`src/rtl/prc_defines.svh`:
```
/*
  Register offsets, field positions, reset values and timing counts for the power
  and reset control block.
  Assumes a 32-bit APB slave, registers one aligned word each, pclk at 100 MHz.
*/
// Operation
// - Timer zero gate bit 5 freezes, resumes
// - Timer one gate bit 3 freezes, resumes
// - Serial peripheral gate bit 2 stops clock
// - USB gate bit 7 stops clock
// - Serial port gate bit 0 stops clock
// - Unassigned gate bits always read zero
// - Comparator off in sleep beyond idle
// - Comparator on reference keeps reference on
// - Reference enabled only when brownout/comparator need
// - Enabled brownout stays on in sleep
// - Enabled watchdog keeps running in sleep
// - Input buffers off when I/O clock stops
// - Debug fuse keeps main clock in sleep
// - Reset loads registers, restarts at vector
// - Ports reset asynchronously on power-on and pin; other sources via internal reset
// - Delay counter stretches reset after release
// - Internal reset combines exactly five sources
// - Power-on source follows supply detector
// - Long low pin pulse is external reset
// - Watchdog reset only when enabled, expired
// - Brownout reset only when enabled, low
// - USB reset keeps USB unit enabled
// - Gated peripheral frozen, registers inaccessible
// - Watchdog pulse one cycle, count from fall
// - Sources set flags; power-on/zero-write clear
`ifndef PRC_DEFINES_SVH
`define PRC_DEFINES_SVH

`define PRC_ADDR_PR0        12'h000
`define PRC_ADDR_PR1        12'h004
`define PRC_ADDR_STATUS     12'h008
`define PRC_ADDR_SLEEP      12'h00c
`define PRC_ADDR_CONFIG     12'h010

`define PRC_PR0_MASK        8'h2c
`define PRC_PR1_MASK        8'h81
`define PRC_PR0_RESET       8'h00
`define PRC_PR1_RESET       8'h00

`define PRC_BIT_TIM0        5
`define PRC_BIT_TIM1        3
`define PRC_BIT_SPI         2
`define PRC_BIT_USB         7
`define PRC_BIT_USART       0

`define PRC_FLAG_POR        0
`define PRC_FLAG_EXT        1
`define PRC_FLAG_BOR        2
`define PRC_FLAG_WDR        3
`define PRC_FLAG_USB        5
`define PRC_STATUS_MASK     8'h2f

`define PRC_CFG_ACD         0
`define PRC_CFG_ACBG        1
`define PRC_CFG_WDE         2
`define PRC_CFG_USBRST_EN   3

`define PRC_BOD_DISABLED    3'h7
`define PRC_PIN_MIN_NS      400
`define PRC_CLK_NS          10
`define PRC_PIN_MIN_CYC     ((`PRC_PIN_MIN_NS + `PRC_CLK_NS - 1) / `PRC_CLK_NS)
`define PRC_SYNC_STAGES     2

`endif

```
`src/rtl/prc_pkg.sv`:
```
/*
  Types for the power and reset control block.
  Assumes prc_defines.svh supplies the numeric constants.
*/
package prc_pkg;
  typedef enum logic [2:0] {
    PRC_SLP_IDLE    = 3'b000,
    PRC_SLP_PDOWN   = 3'b010,
    PRC_SLP_PSAVE   = 3'b011,
    PRC_SLP_STANDBY = 3'b110,
    PRC_SLP_EXTSTBY = 3'b111
  } prc_sleep_t;

  typedef enum logic [1:0] {
    PRC_RST_ACTIVE  = 2'b00,
    PRC_RST_DELAY   = 2'b01,
    PRC_RST_RUN     = 2'b10
  } prc_rst_state_t;
endpackage

```
`src/rtl/prc_sync.sv`:
```
/*
  Two-flop level synchroniser for asynchronous reset-source inputs.
  Assumes input comes from outside the pclk domain; reset value is a parameter.
*/
`timescale 1ns/1ps
`default_nettype none
module prc_sync #(
  parameter logic RESET_VAL = 1'b0
) (
  input  wire logic pclk,     // System clock
  input  wire logic presetn,  // Async reset, active low
  input  wire logic din,      // Asynchronous level
  output logic      dout      // Synchronised level
);
  logic meta_reg;

  always_ff @(posedge pclk or negedge presetn)
  begin
    if (!presetn)
    begin
      meta_reg <= RESET_VAL;
      dout     <= RESET_VAL;
    end
    else
    begin
      meta_reg <= din;
      dout     <= meta_reg;
    end
  end
endmodule // prc_sync
`default_nettype wire

```
`src/rtl/prc_pulse_filter.sv`:
```
/*
  Qualifies an active-high level that must persist for MIN_CYC cycles.
  Assumes input already synchronised to pclk.
*/
`timescale 1ns/1ps
`default_nettype none
module prc_pulse_filter #(
  parameter int MIN_CYC = 40
) (
  input  wire logic pclk,     // System clock
  input  wire logic presetn,  // Async reset, active low
  input  wire logic din,      // Synchronised level
  output logic      qualified // High while level held long enough
);
  localparam int CW = $clog2(MIN_CYC + 1);
  logic [CW-1:0] cnt_reg;

  initial
  begin
    if (MIN_CYC < 1)
      $error("MIN_CYC must be at least 1");
  end

  assign qualified = (cnt_reg == CW'(MIN_CYC));

  always_ff @(posedge pclk or negedge presetn)
  begin
    if (!presetn)
      cnt_reg <= '0;
    else if (!din)
      cnt_reg <= '0;
    else if (!qualified)
      cnt_reg <= cnt_reg + CW'(1);
  end
endmodule // prc_pulse_filter
`default_nettype wire

```
`src/rtl/prc_power_reset.sv`:
```
/*
  Power reduction, sleep power rules and reset combination with APB registers.
  Assumes analog detector outputs and the reset pin are asynchronous; the watchdog
  timeout and USB reset detect come from pclk logic. presetn is the APB reset.
*/
`timescale 1ns/1ps
`default_nettype none
`include "prc_defines.svh"
module prc_power_reset #(
  parameter int TIMEOUT_CYC = 16   // Default reset delay, used when timeout_cycles is zero
) (
  input  wire logic        pclk,           // System clock, 100 MHz
  input  wire logic        presetn,        // APB reset, active low
  input  wire logic        psel,           // APB select
  input  wire logic        penable,        // APB enable
  input  wire logic        pwrite,         // APB direction
  input  wire logic [11:0] paddr,          // APB byte address
  input  wire logic [31:0] pwdata,         // APB write data
  output logic      [31:0] prdata,         // APB read data
  output logic             pready,         // APB ready
  output logic             pslverr,        // APB error
  input  wire logic        supply_low,     // Supply below power-on threshold
  input  wire logic        reset_pin_n,    // External reset pin, active low
  input  wire logic        bod_below,      // Supply below brownout threshold
  input  wire logic [2:0]  brownout_level_select, // Brownout level fuses
  input  wire logic        wdt_expired,    // Watchdog period expired pulse
  input  wire logic        usb_bus_reset,  // USB bus reset detected
  input  wire logic        debug_enable_fuse, // On-chip debug fuse
  input  wire logic [15:0] timeout_cycles, // Delay from start-up/clock fuses
  input  wire logic        sleeping,       // Core in sleep
  input  wire logic        periph_req_tim0,// Register access to timer zero
  input  wire logic        periph_req_tim1,// Register access to timer one
  input  wire logic        periph_req_spi, // Register access to serial periph
  input  wire logic        periph_req_usb, // Register access to USB
  input  wire logic        periph_req_usart,// Register access to serial port
  output logic      [4:0]  periph_clk_en,  // Clock enables tim0,tim1,spi,usb,usart
  output logic      [4:0]  periph_acc_en,  // Register access allowed, same order
  output logic             comparator_en,  // Analog comparator power
  output logic             vref_en,        // Internal reference enable
  output logic             bod_en,         // Brownout detector enable
  output logic             wdt_run,        // Watchdog clock running
  output logic             input_buf_en,   // Digital input buffers enabled
  output logic             main_clk_en,    // Main clock source enabled
  output logic             port_reset_n,   // Async port reset, active low
  output logic             core_reset_n,   // Stretched internal reset, active low
  output logic             usb_reset_n,    // USB unit reset, active low
  output logic             fetch_restart   // Restart at reset vector pulse
);
  initial
  begin
    if (TIMEOUT_CYC < 1 || TIMEOUT_CYC > 65535)
      $error("TIMEOUT_CYC out of range");
  end

  // APB decode
  wire        wr_en    = psel && penable && pwrite;
  wire        hit_pr0  = (paddr == `PRC_ADDR_PR0);
  wire        hit_pr1  = (paddr == `PRC_ADDR_PR1);
  wire        hit_st   = (paddr == `PRC_ADDR_STATUS);
  wire        hit_slp  = (paddr == `PRC_ADDR_SLEEP);
  wire        hit_cfg  = (paddr == `PRC_ADDR_CONFIG);
  wire        hit_any  = hit_pr0 | hit_pr1 | hit_st | hit_slp | hit_cfg;

  logic [7:0] pr0_reg;
  logic [7:0] pr1_reg;
  logic [7:0] status_reg;
  logic [7:0] status_next;
  logic [2:0] sleep_mode_reg;
  logic [3:0] cfg_reg;

  // Reset sources, synchronised first so release is glitch-free
  logic por_sync;
  logic pin_sync;
  logic bod_sync;
  logic pin_held;

  prc_sync #(.RESET_VAL(1'b1)) u_sync_por (
    .pclk    (pclk),
    .presetn (presetn),
    .din     (supply_low),
    .dout    (por_sync)
  );
  prc_sync #(.RESET_VAL(1'b0)) u_sync_pin (
    .pclk    (pclk),
    .presetn (presetn),
    .din     (!reset_pin_n),
    .dout    (pin_sync)
  );
  prc_sync #(.RESET_VAL(1'b0)) u_sync_bod (
    .pclk    (pclk),
    .presetn (presetn),
    .din     (bod_below),
    .dout    (bod_sync)
  );

  // Short glitches on the pin are not guaranteed to reset
  prc_pulse_filter #(.MIN_CYC(`PRC_PIN_MIN_CYC)) u_pin_filt (
    .pclk      (pclk),
    .presetn   (presetn),
    .din       (pin_sync),
    .qualified (pin_held)
  );

  wire bod_on   = (brownout_level_select != `PRC_BOD_DISABLED);
  wire src_por  = por_sync;
  wire src_ext  = pin_held;
  wire src_wdt  = wdt_expired && cfg_reg[`PRC_CFG_WDE];
  wire src_bod  = bod_on && bod_sync;
  wire src_usb  = usb_bus_reset && cfg_reg[`PRC_CFG_USBRST_EN];
  wire src_hard = src_por | src_ext | src_wdt | src_bod;     // All but USB bus reset
  wire any_src  = src_hard | src_usb;

  // Watchdog source is one cycle wide; count starts after it falls
  logic                     wdt_pulse_reg;
  prc_pkg::prc_rst_state_t  rst_state_reg;
  logic [15:0]              delay_cnt_reg;
  logic                     usb_only_reg;
  wire  [15:0]              delay_target = (timeout_cycles == 16'h0000)
                                           ? 16'(TIMEOUT_CYC) : timeout_cycles;

  always_ff @(posedge pclk or negedge presetn)
  begin
    if (!presetn)
      wdt_pulse_reg <= 1'b0;
    else
      wdt_pulse_reg <= src_wdt;
  end

  always_ff @(posedge pclk or negedge presetn)
  begin
    if (!presetn)
    begin
      rst_state_reg <= prc_pkg::PRC_RST_ACTIVE;
      delay_cnt_reg <= 16'h0000;
      usb_only_reg  <= 1'b0;
    end
    else
    begin
      case (rst_state_reg)
        prc_pkg::PRC_RST_ACTIVE:
        begin
          delay_cnt_reg <= 16'h0000;
          // A harder source joining a USB-only reset must reset the USB unit too
          if (src_hard)
            usb_only_reg <= 1'b0;
          if (!any_src)
            rst_state_reg <= prc_pkg::PRC_RST_DELAY;
        end
        prc_pkg::PRC_RST_DELAY:
        begin
          if (any_src)
          begin
            delay_cnt_reg <= 16'h0000;
            usb_only_reg  <= usb_only_reg && !src_hard;
            rst_state_reg <= prc_pkg::PRC_RST_ACTIVE;
          end
          else if (delay_cnt_reg + 16'h0001 >= delay_target)
          begin
            rst_state_reg <= prc_pkg::PRC_RST_RUN;
            usb_only_reg  <= 1'b0;
          end
          else
            delay_cnt_reg <= delay_cnt_reg + 16'h0001;
        end
        prc_pkg::PRC_RST_RUN:
        begin
          if (any_src)
          begin
            rst_state_reg <= prc_pkg::PRC_RST_ACTIVE;
            usb_only_reg  <= src_usb && !src_hard;
          end
        end
        default:
          rst_state_reg <= prc_pkg::PRC_RST_ACTIVE;
      endcase
    end
  end

  wire in_reset = (rst_state_reg != prc_pkg::PRC_RST_RUN);
  assign core_reset_n  = !in_reset;
  assign port_reset_n  = presetn && !(supply_low || !reset_pin_n || in_reset);
  assign usb_reset_n   = !(in_reset && !usb_only_reg);
  assign fetch_restart = (rst_state_reg == prc_pkg::PRC_RST_DELAY) && !any_src
                         && (delay_cnt_reg + 16'h0001 >= delay_target);

  // Flags: set wins over software zero-write
  wire [7:0] wr_byte = pwdata[7:0];
  always_comb
  begin
    status_next = status_reg;
    if (wr_en && hit_st)
      status_next = status_next & wr_byte;
    if (src_por)
      status_next = status_next & 8'(1 << `PRC_FLAG_POR);
    status_next[`PRC_FLAG_POR] = status_next[`PRC_FLAG_POR] | src_por;
    status_next[`PRC_FLAG_EXT] = status_next[`PRC_FLAG_EXT] | src_ext;
    status_next[`PRC_FLAG_BOR] = status_next[`PRC_FLAG_BOR] | src_bod;
    status_next[`PRC_FLAG_WDR] = status_next[`PRC_FLAG_WDR] | src_wdt;
    status_next[`PRC_FLAG_USB] = status_next[`PRC_FLAG_USB] | src_usb;
    status_next = status_next & `PRC_STATUS_MASK;
  end

  // Registers reload while internal reset holds, except the status flags; a USB-only reset keeps cfg_reg and the PR1 USB bit
  always_ff @(posedge pclk or negedge presetn)
  begin
    if (!presetn)
    begin
      pr0_reg        <= `PRC_PR0_RESET;
      pr1_reg        <= `PRC_PR1_RESET;
      sleep_mode_reg <= 3'h0;
      cfg_reg        <= 4'h0;
      status_reg     <= 8'h01;
    end
    else
    begin
      status_reg <= status_next;
      if (in_reset)
      begin
        pr0_reg        <= `PRC_PR0_RESET;
        pr1_reg        <= usb_only_reg ? (pr1_reg & 8'(1 << `PRC_BIT_USB)) : `PRC_PR1_RESET;
        sleep_mode_reg <= 3'h0;
        cfg_reg        <= usb_only_reg ? cfg_reg : 4'h0;
      end
      else if (wr_en)
      begin
        if (hit_pr0)
          pr0_reg <= wr_byte & `PRC_PR0_MASK;
        if (hit_pr1)
          pr1_reg <= wr_byte & `PRC_PR1_MASK;
        if (hit_slp)
          sleep_mode_reg <= wr_byte[2:0];
        if (hit_cfg)
          cfg_reg <= wr_byte[3:0];
      end
    end
  end

  assign pready  = 1'b1;
  assign pslverr = psel && penable && !hit_any;

  wire [7:0] rd_byte = hit_pr0 ? pr0_reg :
                       hit_pr1 ? pr1_reg :
                       hit_st  ? status_reg :
                       hit_slp ? {5'h00, sleep_mode_reg} :
                       hit_cfg ? {4'h0, cfg_reg} : 8'h00;

  always_ff @(posedge pclk or negedge presetn)
  begin
    if (!presetn)
      prdata <= 32'h0000_0000;
    else if (psel && !penable && !pwrite)
      prdata <= {24'h00_0000, rd_byte};
  end

  // Peripheral gating: clock stops so state freezes and resumes
  wire [4:0] gate_vec = {pr0_reg[`PRC_BIT_TIM0], pr0_reg[`PRC_BIT_TIM1],
                         pr0_reg[`PRC_BIT_SPI], pr1_reg[`PRC_BIT_USB],
                         pr1_reg[`PRC_BIT_USART]};
  assign periph_clk_en = ~gate_vec;
  wire [4:0] req_vec = {periph_req_tim0, periph_req_tim1, periph_req_spi,
                        periph_req_usb, periph_req_usart};
  assign periph_acc_en = req_vec & ~gate_vec;

  // Sleep power rules
  wire deep_sleep = sleeping && (sleep_mode_reg != prc_pkg::PRC_SLP_IDLE);
  wire ac_cfg_on  = !cfg_reg[`PRC_CFG_ACD];
  wire ac_uses_bg = ac_cfg_on && cfg_reg[`PRC_CFG_ACBG];
  // Comparator still sleeps when it uses the reference; only the reference stays up
  assign comparator_en = ac_cfg_on && !deep_sleep;
  assign vref_en       = bod_en || ac_uses_bg;
  assign bod_en        = bod_on;
  assign wdt_run       = cfg_reg[`PRC_CFG_WDE];
  assign input_buf_en  = !deep_sleep;
  assign main_clk_en   = !sleeping || debug_enable_fuse ||
                         (sleep_mode_reg == prc_pkg::PRC_SLP_IDLE) ||
                         (sleep_mode_reg == prc_pkg::PRC_SLP_STANDBY) ||
                         (sleep_mode_reg == prc_pkg::PRC_SLP_EXTSTBY);

  // Checks
  AST_TIM0_GATE: assert property (@(posedge pclk) disable iff (!presetn)
    pr0_reg[`PRC_BIT_TIM0] |-> !periph_clk_en[4])
    else $error("timer zero clock not gated");
  AST_TIM1_GATE: assert property (@(posedge pclk) disable iff (!presetn)
    !pr0_reg[`PRC_BIT_TIM1] |-> periph_clk_en[3])
    else $error("timer one clock not running");
  AST_RESERVED: assert property (@(posedge pclk) disable iff (!presetn)
    ((pr0_reg & ~`PRC_PR0_MASK) == 8'h00) && ((pr1_reg & ~`PRC_PR1_MASK) == 8'h00))
    else $error("reserved gate bit set");
  AST_AC_SLEEP: assert property (@(posedge pclk) disable iff (!presetn)
    deep_sleep |-> !comparator_en)
    else $error("comparator on in deep sleep");
  AST_VREF: assert property (@(posedge pclk) disable iff (!presetn)
    vref_en == (bod_on || ac_uses_bg))
    else $error("reference enable wrong");
  AST_BUF: assert property (@(posedge pclk) disable iff (!presetn)
    deep_sleep |-> !input_buf_en)
    else $error("input buffers on in deep sleep");
  AST_SRC_RESET: assert property (@(posedge pclk) disable iff (!presetn)
    any_src |=> !core_reset_n)
    else $error("source did not hold reset");
  AST_DELAY: assert property (@(posedge pclk) disable iff (!presetn)
    (rst_state_reg == prc_pkg::PRC_RST_ACTIVE && !any_src && delay_target >= 16'h0002)
      ##1 !any_src[*2]
      |-> !core_reset_n)
    else $error("reset released without delay");
  AST_RESTART: assert property (@(posedge pclk) disable iff (!presetn)
    (rst_state_reg == prc_pkg::PRC_RST_DELAY && any_src) |=> delay_cnt_reg == 16'h0000)
    else $error("delay not restarted");
  AST_FLAG_SET: assert property (@(posedge pclk) disable iff (!presetn)
    src_wdt |=> status_reg[`PRC_FLAG_WDR])
    else $error("watchdog flag not set");
  AST_USB_KEEP: assert property (@(posedge pclk) disable iff (!presetn)
    (in_reset && usb_only_reg) |-> usb_reset_n)
    else $error("USB unit reset on bus reset");
  AST_WDT_PULSE: assert property (@(posedge pclk) disable iff (!presetn)
    (wdt_pulse_reg && !any_src) |=> (rst_state_reg == prc_pkg::PRC_RST_DELAY)
      && (delay_cnt_reg == 16'h0000))
    else $error("delay did not start after watchdog pulse");
  AST_PORT_ASYNC: assert property (@(posedge pclk) disable iff (!presetn)
    (supply_low || !reset_pin_n) |-> !port_reset_n)
    else $error("ports not held in reset");
  AST_RELOAD: assert property (@(posedge pclk) disable iff (!presetn)
    in_reset |=> (pr0_reg == `PRC_PR0_RESET))
    else $error("gate register not reloaded");
  AST_FETCH: assert property (@(posedge pclk) disable iff (!presetn)
    fetch_restart |=> core_reset_n)
    else $error("restart pulse not at release");
  AST_DEBUG_CLK: assert property (@(posedge pclk) disable iff (!presetn)
    debug_enable_fuse |-> main_clk_en)
    else $error("main clock stopped with debug fuse");
  AST_BOD_SLEEP: assert property (@(posedge pclk) disable iff (!presetn)
    bod_on |-> (bod_en && vref_en))
    else $error("brownout detector off while selected");
  AST_WDT_RUN: assert property (@(posedge pclk) disable iff (!presetn)
    cfg_reg[`PRC_CFG_WDE] |-> wdt_run)
    else $error("enabled watchdog stopped");
  AST_ACC_GATE: assert property (@(posedge pclk) disable iff (!presetn)
    (periph_acc_en & ~periph_clk_en) == 5'h00)
    else $error("access to gated peripheral");
  AST_USB_HARD: assert property (@(posedge pclk) disable iff (!presetn)
    src_hard |=> !usb_reset_n)
    else $error("USB unit kept on a hard reset");

  COV_POR_RUN: cover property (@(posedge pclk) disable iff (!presetn)
    $rose(core_reset_n));
  COV_RESTART: cover property (@(posedge pclk) disable iff (!presetn)
    rst_state_reg == prc_pkg::PRC_RST_DELAY && any_src);
  COV_USB_ONLY: cover property (@(posedge pclk) disable iff (!presetn)
    in_reset && usb_only_reg);
  COV_GATE: cover property (@(posedge pclk) disable iff (!presetn)
    periph_clk_en == 5'h00);
  COV_WDT: cover property (@(posedge pclk) disable iff (!presetn)
    wdt_pulse_reg && in_reset);
endmodule // prc_power_reset
`default_nettype wire

```
`config.mk`:
```
export PLATFORM = sky130hd
export DESIGN_NAME = prc_power_reset
export DESIGN_NICKNAME = d
export VERILOG_FILES = /design/src/rtl/prc_pkg.sv /design/src/rtl/prc_sync.sv /design/src/rtl/prc_pulse_filter.sv /design/src/rtl/prc_power_reset.sv
export VERILOG_INCLUDE_DIRS = /design/src /design/src/rtl
export SDC_FILE = /design/constraint.sdc
export NUM_CORES = 1
export LEC_CHECK = 0
export BUFFER_PORTS_ARGS = -buffer_cell sky130_fd_sc_hd__buf_2
export CORE_MARGIN = 4
export CORE_UTILIZATION = 40
export CTS_CLUSTER_SIZE = 16
export DETAILED_ROUTE_END_ITERATION = 6
export GPL_ROUTABILITY_DRIVEN = 0
export GPL_TIMING_DRIVEN = 0
export PLACE_DENSITY = 0.69
export SKIP_CTS_REPAIR_TIMING = 1
export SYNTH_ARGS = -nofsm -noshare
export SYNTH_HDL_FRONTEND = slang
export SYNTH_SLANG_ARGS = --single-unit
```
`constraint.sdc`:
```
create_clock -name pclk -period 4 [get_ports pclk]
set_clock_uncertainty 0.05 [all_clocks]
set_input_delay 0.8 -clock pclk [delete_from_list [all_inputs] [get_ports pclk]]
set_output_delay 0.8 -clock pclk [all_outputs]
set_load 0.1 [all_outputs]
```
# Word-level counts from Yosys, hierarchy flattened
# Index checks and enable logic that the tools add are counted.
# totals
register_bits	67
latchBits	0
mem_bits_rw	0
romBits	0
input_bits	80
output_inout_bits	54
elab_cells	149
n_memories	0
# classes
add_sub_neg	2
multipliers	0
n_div	0
order_cmp	1
eq_ne	18
shift	0
n_mux	37
bitwise	16
reduce_logical	58
# op_table
operator	count
$mux W8	9
$mux W16	3
$pmux W16 S2	1
$mux W6	5
$eq A12 B4 Y1 const B	2
$mux W4	6
$logic_and A1 B1 Y1	18
$add A16 B1 Y16 const B	1
$ge A16 B16 Y1	1
$logic_not A16 Y1	1
$logic_not A1 Y1	13
$or A1 B1 Y1	13
$eq A12 B3 Y1 const B	1
$eq A12 B5 Y1 const B	1
$logic_not A12 Y1	1
$ne A2 B2 Y1 const B	6
$reduce_bool A2 Y1	6
$mux W3	3
$ne A3 B3 Y1 const B	3
$reduce_and A3 Y1	3
$mux W2	4
$reduce_and A2 Y1	4
$logic_or A1 B1 Y1	7
$add A6 B1 Y6 const B	1
other kinds (14)	19

# Longest topological paths before layout
# logic_depth
word_depth	8
mapped_depth	15
ltp_nobuf	13

# Cells and area by module
# From an unflattened synthesis, not the netlist that was laid out.
# hier_totals
hier_cells	415
hier_area_um2	3639.7
# by_module_without_submodules
module	instances	cells_each	area_each_um2	seq_area_each_um2
prc_power_reset	1	375	3156.8	1052.3
prc_pulse_filter	1	34	330.3	150.1
prc_sync (u_sync_bod ...)	2	2	50.0	50.0
prc_sync (u_sync_por)	1	2	52.6	52.6

# Worst setup path after synthesis
# No wires, ideal clock.
# synth_timing
kind	input to output
startpoint	input brownout_level_select[2]
endpoint	output fetch_restart
t_arrival_ps	3779
required_ps	3150
slack_ps	-629
cell_stages	7
n_path_buf	2
cell_sequence	nand3_1 nand2_1 and4_1 buf_2 nand2_1 clkbuf_1 nor2_1
# synth_between
elab_chain_cells	7
# synth_lines
item	line	rtl
start: declaration	prc_power_reset.sv:25	input wire logic [2:0] brownout_level_select,
$ne A3 B3 Y1 (no line)	n/a	
$logic_and A1 B1 Y1	prc_power_reset.sv:108	wire src_bod = bod_on && bod_sync;
$or A1 B1 Y1	prc_power_reset.sv:110	wire src_hard = src_por | src_ext | src_wdt | src_bod;
$or A1 B1 Y1	prc_power_reset.sv:111	wire any_src = src_hard | src_usb;
$logic_not A1 Y1	prc_power_reset.sv:183	assign fetch_restart = (rst_state_reg == prc_pkg::PRC_RST_DELAY) && !any_src
$logic_and A1 B1 Y1	prc_power_reset.sv:183	
$logic_and A1 B1 Y1	prc_power_reset.sv:184	&& (delay_cnt_reg + 16'h0001 >= delay_target);
end: declaration	prc_power_reset.sv:47	output logic fetch_restart
# No other way between the ends.

# Worst setup path in the final report
# layout_timing
startpoint	register delay_cnt_reg[1]
endpoint	output fetch_restart
# layout_between
elab_chain_cells	3
# layout_lines
item	line	rtl
start: declaration	prc_power_reset.sv:116	logic [15:0] delay_cnt_reg;
start signal: assignment	prc_power_reset.sv:163	delay_cnt_reg <= delay_cnt_reg + 16'h0001;
$add A16 B1 Y16	prc_power_reset.sv:184	
$ge A16 B16 Y1	prc_power_reset.sv:184	
$logic_and A1 B1 Y1	prc_power_reset.sv:184	
# No other way between the ends.

==> impl_metrics.py <==
metrics = {
    "clock_tree": {
        "cts_max_level": 2,
        "cts_buffers": 5,
        "clkSinkCount": 54,
        "cts-root-buf": "clkbuf_8",
        "insertion_delay_ps": 310,
        "cts.path.max_buffers": 2,
        "tritoncts": "built",
        "path_clk_slew_ps": 100,
    },
    "yosys": {
        "yosysSeqAreaShare": 0.368,
        "ys.flop_type": "dfrtp_1",
        "ys_warn_count": 0,
        "synth_edf_count": 0,
        "synth_cells": 418,
        "syn_area_per_cell_um2": 8.82,
        "yosys_register_bits": 54,
        "yosysUniqueCellTypes": 57,
        "ys_async_sr_fraction": 1.00,
        "syn_area_um2": 3690,
    },
    "grt": {
        "grt_max_degree": 56,
        "grt_pass1_wl_um": 15200,
        "grt_antenna_before_repair": 0,
        "grt_usage": 0.167,
        "grt_pass1_vias": 3283,
        "grt_overflow_total": 0,
    },
    "timing": {
        "max-slew-margin-rel": 0.534,
        "clock.fmax_mhz": 260,
        "tightestPinTransition_ps": 700,
        "slew_viol_final": 0,
        "setup_viol": 0,
        "period_minus_slack_ps": 3850,
        "finalHoldViolCount": 0,
        "whs_ps": 308,
        "fin_crit_sh": 0.963,
    },
    "worst_setup_path": {
        "crit_path_top_delay_cell": "dfrtp_1",
        "start_kind": "flop",
        "worstPathArrival_ps": 3000,
        "cp_slowest_stage_delay_ps": 440,
        "worstSetupEndpointType": "primary output",
        "crit_fanout": 5,
        "critPathKind": "flop to primary output",
        "crit_required_ps": 3150,
        "cp_cell_sequence": "nand3_2, or2_1, buf_6, nor3_4, nand3_1, xnor2_1, ha_1, a21oi_1, o21ai_0, o21bai_2, a21oi_4, nor2_2, buf_12",
    },
    "pwr": {
        "p_leak_nw": 2.24,
        "peakVddDrop_mv": 0.172,
        "p_per_area_nw_per_um2": 317,
        "power.total_mw": 1.44,
    },
    "cells_and_area": {
        "final_nets": 635,
        "largest_register_ffs": 16,
        "layout-drive-gt1-share": 0.289,
        "syn_to_final_growth_pct": 22.8,
        "insertedDiodeCount": 0,
    },
    "floorplan": {
        "coreArea_um2": 8850,
        "die_w_um": 104,
        "rows": 34,
        "die_h_um": 104,
        "ioPinCount": 134,
        "start_util": 0.417,
        "die-area_um2": 10800,
    },
    "detailed_routing": {
        "num_vias": 3232,
        "drc": 0,
        "drtAntennaViolNets": 0,
        "avgRoutedWirePerCell_um": 13.9,
        "drtIter0Drc": 210,
        "avgViaCountPerCell": 5.04,
        "wirelength_um": 8920,
        "drt_first_pass_iters": 4,
    },
    "place": {
        "portBuffers": 80,
        "dpl.hpwl_um": 6980,
    },
    "job": {
        "max_cap_violations": 0,
    },
    "status": {
        "status": "finished, final reports clean",
    },
    "worst_hold_path": {
        "min_path_type": "flop to flop",
    },
}
## kinds of logic (layout without fill, tap and decap cells)
family	after synthesis	count (layout)	share of synthesized area
xor gates and xnor gates	18	18	0.0428
adders and majority gates	23	23	0.0781
DFF	54	54	0.368
other	2	27	0.00204
buffers and inverters	73	163	0.111
muxes	12	12	0.0333
and+or+nand+nor	158	158	0.231
AOI/OAI and AO/OA	78	78	0.135
## layout make-up
type,count,area [µm²]
clock inverter,2,37.5
inverter,30,113
tap,108,135
sequential,54,1360
clock buffer,6,72.6
fill,827,4320
buffer,42,292
multi-input combinational,316,2080
timing repair buffer,83,440
## metrics by stage
stage                     setup WS, ps   util  setup TNS (ps)  area, µm²  cells
final                              149  0.512               0       4530    641
after global routing             -47.5  0.512           -47.5       4530    641
after CTS                         -776  0.501           -1140       4430    639
after detailed placement          -402  0.489            -522       4320    631
after global placement            -360  0.489            -385       4320    631
after floorplan                   -171      -            -171       3790    443
## cells in the mapped netlist (3+ instances only)
| master | number | area [µm²] |
|---|---|---|
| dfrtp_1 | 51 | 1280 |
| nand3_1 | 18 | 90.1 |
| dfstp_2 | 3 | 78.8 |
| a21oi_1 | 18 | 90.1 |
| o21ai_0 | 24 | 120 |
| clkbuf_1 | 10 | 37.5 |
| nor3_1 | 5 | 25.0 |
| o211ai_1 | 7 | 52.6 |
| nand4_1 | 3 | 18.8 |
| a21o_1 | 3 | 22.5 |
| and3_1 | 3 | 18.8 |
| buf_6 | 4 | 45.0 |
| or4_1 | 7 | 52.6 |
| a22o_1 | 6 | 52.6 |
| nor4_1 | 6 | 37.5 |
| a211o_1 | 3 | 26.3 |
| nor2_1 | 16 | 60.1 |
| buf_4 | 27 | 203 |
| nand2b_1 | 3 | 18.8 |
| ha_1 | 23 | 288 |
| a211oi_1 | 3 | 22.5 |
| nor2b_1 | 18 | 113 |
| inv_1 | 30 | 113 |
| nand2_1 | 53 | 199 |
| xnor2_1 | 16 | 140 |
| and2_1 | 7 | 43.8 |
| mux2i_1 | 10 | 100 |
## cells in the final DEF (no fill, tap or decap), types with 7 or more instances in the layout
cell,n
mux2i_1,10
nor2_1,13
nand2_1,53
o21ai_0,23
xnor2_1,15
inv_1,30
nor2b_1,18
o211ai_1,7
dfrtp_1,49
buf_4,31
nand3_1,17
and2_1,7
conb_1,27
clkbuf_1,10
ha_1,22
a21oi_1,17
or4_1,7
buf_2,79
## power breakdown
part | total [mW] | leakage, nW | internal, mW | switching [mW]
Sequential | 0.581 | 0.724 | 0.563 | 0.0184
Combinational | 0.488 | 1.47 | 0.131 | 0.358
Clock | 0.368 | 0.0514 | 0.187 | 0.181
Total | 1.44 | 2.24 | 0.880 | 0.557
## critical path, delay by kind of cell (launching register included)
kind	cells	cell delay, ps
xor+xnor	1	170
flops	1	440
fa+ha+maj	1	330
simple gates	5	830
compound gates	4	600
buf+inv	2	320
## path summary, 6_finish.rpt
check	slack (ps)	from	depth (start not counted)	endpoint
worst max-delay path	150	delay_cnt_reg[1]	13	fetch_restart
worst min-delay path	310	u_sync_pin.meta_reg	0	u_sync_pin.dout
worst max register to register	580	delay_cnt_reg[1]	13	delay_cnt_reg[3]
worst min register to register	310	u_sync_pin.meta_reg	0	u_sync_pin.dout
max in group asynchronous	2920	presetn	1	delay_cnt_reg[2]
min in group asynchronous	490	presetn	1	prdata[5]
## per-layer routing
layer | global-route usage | vias up | routed length (µm)
met3 | 0.0435 | 8 | 631
li1 | - | 1621 | -
met4 | 0.0323 | 0 | 46
met1 | 0.206 | 1487 | 3880
met5 | 0 | - | 0
met2 | 0.296 | 116 | 4360
No activity file was read; power rests on OpenSTA's default activity.
